**src/core/lso_pkg.sv**
```systemverilog
/*
 low speed oscillator control: shared constants.
 assumes a 10 MHz pclk and a 32-bit apb register bus.
*/
package lso_pkg;
   // ----------------------------------------
   // register map
   // ----------------------------------------
   localparam logic [11:0] LSO_TRIM_INDEX = 12'h0E9;
   localparam logic [11:0] LSO_TRIM_ADDR = 12'h3A4;
   localparam logic [11:0] LSO_STAT_ADDR = 12'h3A8;
   localparam logic [11:0] LSO_CTRL_ADDR = 12'h3AC;
   // ----------------------------------------
   // fields
   // ----------------------------------------
   localparam int LSO_OFF_BIT = 6;
   localparam int LSO_TRIM_W = 6;
   localparam logic [7:0] LSO_WMASK = 8'h7F;
   localparam logic [5:0] LSO_FACTORY_TRIM = 6'h20;
   localparam logic [7:0] LSO_TRIM_RESET = 8'h00;
   localparam int LSO_ST_RUN = 0;
   localparam int LSO_ST_SLEEP = 1;
   localparam int LSO_ST_OFF = 2;
   localparam int LSO_ST_LOADED = 3;
   localparam int LSO_CTRL_SLEEP = 0;
   localparam int LSO_CTRL_SELDIG = 1;
   // ----------------------------------------
   // timing
   // ----------------------------------------
   localparam int LSO_CLK_HZ = 10000000;
   localparam int LSO_NOM_HZ = 32000;
   localparam int LSO_HALF = LSO_CLK_HZ / (2 * LSO_NOM_HZ);
   localparam int LSO_CNT_W = 10;
   localparam int LSO_WAKE_TICKS = 32;
   localparam int LSO_WDOG_TICKS = 96;
   localparam logic [LSO_CNT_W-1:0] LSO_SLEEP_EXTRA = 10'h040;
   typedef enum logic [2:0] {
      LSO_S_OFF = 3'b001,
      LSO_S_RUN = 3'b010,
      LSO_S_LOWI = 3'b100
   } lso_state_t;
endpackage : lso_pkg

```
**src/core/lso_ctrl.sv**
```systemverilog
/*
 low speed oscillator control: apb trim register, clock divider, modes.
 assumes apb master on pclk, factory trim on a static input.
*/
// Implementation choices: register access over APB and the register offsets.
`timescale 1ns/1ps
`default_nettype none
// How it works
// - a 32 kHz clock is made internally with no crystal
// - the low speed ticks time wake-up pulses and watchdog resets
// - the low speed clock can be selected for the digital blocks
// - reset clears the trim register, then the first clock after reset loads the factory trim value
// - in sleep the oscillator runs in a low current, less accurate state
// - bit 6 stops the oscillator when one, resets to zero
// - trim bits 5 to 0 adjust the oscillator frequency
// - the trim register is decoded at index E9h
module lso_ctrl
   import lso_pkg::*;
(
   input wire logic pclk,
   input wire logic presetn,
   input wire logic psel,
   input wire logic penable,
   input wire logic pwrite,
   input wire logic [11:0] paddr,
   input wire logic [31:0] pwdata,
   output logic [31:0] prdata,
   output logic pready,
   output logic pslverr,
   input wire logic [5:0] factory_trim,
   input wire logic wdog_kick,
   output logic lso_clk,
   output logic lso_tick,
   output logic dig_clk_en,
   output logic wake_pulse,
   output logic wdog_reset,
   output logic low_current
);
   // ----------------------------------------
   // state
   // ----------------------------------------
   logic [7:0] low_speed_osc_trim_reg, next_trim_reg;
   logic trim_loaded, next_trim_loaded;
   logic sleep_req, next_sleep_req;
   logic sel_dig, next_sel_dig;
   logic [LSO_CNT_W-1:0] div_cnt, next_div_cnt;
   logic next_lso_clk, next_tick;
   logic [31:0] next_prdata;
   lso_state_t state, next_state;
   logic wr, rd;
   logic [LSO_CNT_W-1:0] half_lim;
   logic [5:0] low_speed_trim_field;

   assign wr = psel && penable && pwrite;
   assign rd = psel && !penable && !pwrite;
   assign pready = 1'b1;
   assign low_speed_trim_field = low_speed_osc_trim_reg[LSO_TRIM_W-1:0];

   always_comb begin
      pslverr = 1'b0;
      if (psel && penable) begin
         if (paddr != LSO_TRIM_ADDR && paddr != LSO_STAT_ADDR &&
             paddr != LSO_CTRL_ADDR) begin
            pslverr = 1'b1;
         end
      end
   end

   // ----------------------------------------
   // registers and apb
   // ----------------------------------------
   always_comb begin
      next_trim_reg = low_speed_osc_trim_reg;
      next_trim_loaded = 1'b1;
      next_sleep_req = sleep_req;
      next_sel_dig = sel_dig;
      next_prdata = prdata;
      if (!trim_loaded) begin
         next_trim_reg = {2'b00, factory_trim};
      end else if (wr && paddr == LSO_TRIM_ADDR) begin
         next_trim_reg = pwdata[7:0] & LSO_WMASK;
      end
      if (wr && paddr == LSO_CTRL_ADDR) begin
         next_sleep_req = pwdata[LSO_CTRL_SLEEP];
         next_sel_dig = pwdata[LSO_CTRL_SELDIG];
      end
      if (rd) begin
         next_prdata = 32'h0000_0000;
         if (paddr == LSO_STAT_ADDR) begin
            next_prdata[LSO_ST_RUN] = (state == LSO_S_RUN);
            next_prdata[LSO_ST_SLEEP] = (state == LSO_S_LOWI);
            next_prdata[LSO_ST_OFF] = (state == LSO_S_OFF);
            next_prdata[LSO_ST_LOADED] = trim_loaded;
         end else if (paddr == LSO_CTRL_ADDR) begin
            next_prdata[LSO_CTRL_SLEEP] = sleep_req;
            next_prdata[LSO_CTRL_SELDIG] = sel_dig;
         end
      end
   end

   always_ff @(posedge pclk or negedge presetn) begin
      if (!presetn) begin
         low_speed_osc_trim_reg <= LSO_TRIM_RESET;
         trim_loaded <= 1'b0;
         sleep_req <= 1'b0;
         sel_dig <= 1'b0;
         prdata <= 32'h0000_0000;
      end else begin
         low_speed_osc_trim_reg <= next_trim_reg;
         trim_loaded <= next_trim_loaded;
         sleep_req <= next_sleep_req;
         sel_dig <= next_sel_dig;
         prdata <= next_prdata;
      end
   end

   // ----------------------------------------
   // mode machine
   // ----------------------------------------
   always_comb begin
      case (state)
         LSO_S_OFF: next_state = LSO_S_RUN;
         LSO_S_RUN: next_state = sleep_req ? LSO_S_LOWI : LSO_S_RUN;
         LSO_S_LOWI: next_state = sleep_req ? LSO_S_LOWI : LSO_S_RUN;
         default: next_state = LSO_S_OFF;
      endcase
      if (low_speed_osc_trim_reg[LSO_OFF_BIT] || !trim_loaded) begin
         next_state = LSO_S_OFF;
      end
   end

   always_ff @(posedge pclk or negedge presetn) begin
      if (!presetn) begin
         state <= LSO_S_OFF;
      end else begin
         state <= next_state;
      end
   end

   // ----------------------------------------
   // trimmed divider
   // ----------------------------------------
   always_comb begin
      // trim centred on the factory midpoint shifts the half period
      half_lim = LSO_CNT_W'(LSO_HALF) + {4'h0, low_speed_trim_field}
                 - {4'h0, LSO_FACTORY_TRIM};
      if (state == LSO_S_LOWI) begin
         half_lim = half_lim + LSO_SLEEP_EXTRA;
      end
   end

   always_comb begin
      next_div_cnt = div_cnt;
      next_lso_clk = lso_clk;
      next_tick = 1'b0;
      if (state == LSO_S_OFF) begin
         next_div_cnt = '0;
         next_lso_clk = 1'b0;
      end else if (div_cnt >= half_lim - LSO_CNT_W'(1)) begin
         next_div_cnt = '0;
         next_lso_clk = !lso_clk;
         next_tick = !lso_clk;
      end else begin
         next_div_cnt = div_cnt + LSO_CNT_W'(1);
      end
   end

   always_ff @(posedge pclk or negedge presetn) begin
      if (!presetn) begin
         div_cnt <= '0;
         lso_clk <= 1'b0;
         lso_tick <= 1'b0;
      end else begin
         div_cnt <= next_div_cnt;
         lso_clk <= next_lso_clk;
         lso_tick <= next_tick;
      end
   end

   assign dig_clk_en = lso_tick && sel_dig;
   assign low_current = (state == LSO_S_LOWI);

   lso_timebase u_timebase (
      .pclk(pclk),
      .presetn(presetn),
      .tick(lso_tick),
      .wdog_kick(wdog_kick),
      .wake_pulse(wake_pulse),
      .wdog_reset(wdog_reset)
   );
endmodule : lso_ctrl
`default_nettype wire

```
**src/core/lso_timebase.sv**
```systemverilog
/*
 low speed oscillator: wake and watchdog tick generator.
 assumes a one-cycle enable per low speed clock tick.
*/
`timescale 1ns/1ps
`default_nettype none
module lso_timebase
   import lso_pkg::*;
(
   input wire logic pclk,
   input wire logic presetn,
   input wire logic tick,
   input wire logic wdog_kick,
   output logic wake_pulse,
   output logic wdog_reset
);
   logic [7:0] wake_cnt, next_wake_cnt;
   logic [7:0] wdog_cnt, next_wdog_cnt;
   logic next_wake, next_wdog;

   always_comb begin
      next_wake_cnt = wake_cnt;
      next_wdog_cnt = wdog_cnt;
      next_wake = 1'b0;
      next_wdog = 1'b0;
      if (wdog_kick) begin
         next_wdog_cnt = 8'h00;
      end
      if (tick) begin
         if (wake_cnt == 8'(LSO_WAKE_TICKS - 1)) begin
            next_wake_cnt = 8'h00;
            next_wake = 1'b1;
         end else begin
            next_wake_cnt = wake_cnt + 8'h01;
         end
         if (!wdog_kick) begin
            if (wdog_cnt == 8'(LSO_WDOG_TICKS - 1)) begin
               next_wdog_cnt = 8'h00;
               next_wdog = 1'b1;
            end else begin
               next_wdog_cnt = wdog_cnt + 8'h01;
            end
         end
      end
   end

   always_ff @(posedge pclk or negedge presetn) begin
      if (!presetn) begin
         wake_cnt <= 8'h00;
         wdog_cnt <= 8'h00;
         wake_pulse <= 1'b0;
         wdog_reset <= 1'b0;
      end else begin
         wake_cnt <= next_wake_cnt;
         wdog_cnt <= next_wdog_cnt;
         wake_pulse <= next_wake;
         wdog_reset <= next_wdog;
      end
   end
endmodule : lso_timebase
`default_nettype wire

```
**config.mk**
```make
export PLATFORM = sky130hd
export DESIGN_NAME = lso_ctrl
export DESIGN_NICKNAME = d
export VERILOG_FILES = /design/src/core/lso_pkg.sv /design/src/core/lso_ctrl.sv /design/src/core/lso_timebase.sv
export SDC_FILE = /design/constraint.sdc
export NUM_CORES = 1
export LEC_CHECK = 0
export BUFFER_PORTS_ARGS = -buffer_cell sky130_fd_sc_hd__buf_2
export CORE_MARGIN = 1.5
export CORE_UTILIZATION = 54
export CTS_BUF_LIST = sky130_fd_sc_hd__clkbuf_4 sky130_fd_sc_hd__clkbuf_8 sky130_fd_sc_hd__clkbuf_16
export CTS_CLUSTER_SIZE = 20
export DETAILED_ROUTE_END_ITERATION = 10
export PLACE_DENSITY_LB_ADDON = 0.2
export RECOVER_POWER = 50
export SYNTH_ARGS = -nofsm -noshare
export SYNTH_HDL_FRONTEND = slang
export SYNTH_SLANG_ARGS = --single-unit
```
**constraint.sdc**
```tcl
create_clock -name pclk -period 8.01 [get_ports pclk]
set_clock_uncertainty 0.15 [all_clocks]
set_input_delay 1.2015 -clock pclk [delete_from_list [all_inputs] [get_ports pclk]]
set_output_delay 1.2015 -clock pclk [all_outputs]
set_load 0.005 [all_outputs]
```
==> results.cfg <==
[run_status]
status = finished with violations
violations = capacitance limit, slew limit

[power_and_ir_drop]
comb_power_share = 0.137
powerDensity_nw_per_um2 = 156
power_frac_clock = 0.315
internal-power_uw = 337
seq_power_share = 0.547
switching_share = 0.292
leakagePower_uw = 0.00156
power_switching_uw = 139
ir_drop_mv = 0.0877

[cells_and_area]
multiInputGateArea_um2 = 1450
nets = 403
seqCellArea_um2 = 1180
num_antenna_cells = 0
largest-register = div_cnt
area_growth_pct = 8.80
drive_gt1_frac = 0.166
largest_register_ff_count = 10
top_regs = div_cnt (10), u_timebase.wake_cnt (8), u_timebase.wdog_cnt (8)
fillers = 452

[detailed_routing]
drc = 0
finalWirelength_um = 4710
via_per_inst = 5.01
ant_nets = 0
wire_per_inst_um = 11.7
drtIter0Drc = 69
first_pass_iters = 4
vias = 2009

[clocking]
postCtsSetupBuffers = 0
cts_max_path_buffers = 2
ctsHtreeMaxLevel = 2
cts_sinks = 47
numCtsBuffers = 5
clock_latency_ns = 0.31
cts_tree = built
ctsHoldBuffers = 0
cts_root_buffer = clkbuf_8
clkTransAtPathRegs_ns = 0.09
cts_resized = 0

[logic_synthesis]
synth_flop_cell = dfrtp_1
netlist_area_um2 = 2800
synth_top_area_cell = dfrtp_1
syn-instance-count = 286
synth_cell_types = 40
netlist.area_leader.share = 0.411
async_reset_ff_frac = 1.00
syn_avg_cell_area_um2 = 9.80
synth_edf_count = 0
ys_ff_latch = 47
ys_seq_area_frac = 0.420
yosysWarningCount = 0
netlist_top_cells_area = dfrtp_1, buf_4, ha_1

[setup_path]
crit_chain = buf_2, nor4b_4, nand3_1, o211a_1, buf_2
critPathKind = in2out
crit_slowest_cell = nor4b_4
startpoint_type = input pin
cp_max_fo = 2
cp-end-kind = primary output
critical-path-max-stage-delay_ns = 0.29
required_ns = 6.66
critPathArrivalTime_ns = 2.08
path_common_cell = buf_2

[place]
io_buffer_count = 41
routabilityCongestion = 0.784
post-place-ws_ns = 4.59
dp_hpwl_um = 3540

[sta]
tightest_slew_ns = 2.42
grt_setup_unrepaired = no
hold_violations = 0
fin_tns_setup_ns = 0
slew_headroom = -0.616
setup_viol = 0
min_period_ns = 3.43
timing.final.ws_setup_ns = 4.58
report.final.slew_viol_count = 48
fmax_mhz = 292
fin_crit_sh = 0.428

[global_route]
overflow = 0
grt_pass1_vias = 1900
grtUsageTotal = 0.190
antenna_found_initial = 0
grt_pass1_wl_um = 8260
grt_start_max_net_pins = 48

[die]
die_h_um = 75.0
ios = 96
core-area_um2 = 5040
die_w_um = 75.0
rows = 26
design.die.area_um2 = 5630
initial_core_util = 0.556

[worst_hold_path]
hold_path_class = reg2reg

[run]
max_cap_violations = 1
[critical path, delay by kind of cell]
kind | cells | cell delay [ns]
buf+inv | 2 | 0.23
compound gates | 1 | 0.23
simple gates | 2 | 0.42
[cells in the mapped netlist, types with 2 or more instances]
library cell,n
dfrtp_1,46
nor2_1,32
buf_4,29
a21oi_1,18
ha_1,17
nand2_1,17
xor2_1,15
xnor2_1,13
nand4_1,11
inv_1,9
mux2i_1,9
nand3_1,9
nand2b_1,8
and2_1,5
and3_1,5
o21ai_0,5
mux2_2,4
nor3_1,4
clkbuf_1,3
nor2b_1,3
o31ai_1,3
a31oi_1,2
conb_1,2
[metal layers]
metal	vias up	wire length, um	global-route usage
met5	-	0	0
met4	0	52	0.0545
met3	6	234	0.0535
met2	53	2120	0.305
met1	943	2300	0.252
li1	1007	-	-
[cell usage in the layout, fill, tap and decap left out, drive strengths merged, types with 10 or more instances in the layout]
cell,instances
conb,31
nor2,32
a21oi,18
buf,39
inv,10
xnor2,13
xor2,15
nand4,11
ha,17
nand2,17
dfrtp,46
[metrics by stage]
step / utilization / std cells / total power [uW] / hold slack (ns) / instance area [um^2]
after floorplan: - / 315 / 316 / 0.288 / 2910
after global placement: 0.588 / 393 / 329 / 0.309 / 2960
after detailed placement: 0.588 / 393 / 332 / 0.316 / 2960
after CTS: 0.606 / 401 / 480 / 0.335 / 3060
after global routing: 0.604 / 401 / 502 / 0.351 / 3050
final: 0.604 / 401 / 476 / 0.329 / 3050
[power groups by stage]
stage          Sequential [uW]  Clock, uW  Combinational (uW)
2_1_floorplan              261          0                55.9
3_3_place_gp               265          0                64.5
3_5_place_dp               265          0                66.7
4_1_cts                    260        153                67.0
5_1_grt                    262        161                78.5
6_report                   260        150                65.4
[cells by family after synthesis]
kind of cell	count (synthesis)	share of synthesized area
buffers and inverters	42	0.0978
adder cells (fa/ha/maj)	17	0.0759
flip-flops	47	0.420
other	2	0.00268
AO/OA/AOI/OAI	34	0.0728
XOR/XNOR	28	0.0875
multiplexers	13	0.0482
AND/OR/NAND/NOR	103	0.195
[cell type report]
type,count,area share
Clock buffer,5,0.0226
Clock inverter,3,0.00780
Inverter,9,0.0111
Multi-Input combinational cell,226,0.477
Sequential cell,47,0.386
Tap cell,70,0.0287
Timing Repair Buffer,41,0.0665
[worst paths after layout]
| check | from | endpoint | slack [ns] | cells after the start |
|---|---|---|---|---|
| max in group asynchronous | presetn | u_timebase.wake_cnt[6]$_DFFE_PN0P_ | 4.86 | 1 |
| min in group asynchronous | presetn | trim_loaded$_DFF_PN0_ | 1.48 | 1 |
| setup reg to reg | low_speed_osc_trim_reg[2]$_DFFE_PN0P_ | div_cnt[3]$_DFF_PN0_ | 4.76 | 11 |
| setup / recovery | paddr[6] | pslverr | 4.58 | 5 |
| hold reg to reg | u_timebase.wake_cnt[4]$_DFFE_PN0P_ | u_timebase.wake_cnt[4]$_DFFE_PN0P_ | 0.33 | 1 |
| hold / removal | u_timebase.wake_cnt[4]$_DFFE_PN0P_ | u_timebase.wake_cnt[4]$_DFFE_PN0P_ | 0.33 | 1 |
No activity file was read; power rests on OpenSTA's default activity.
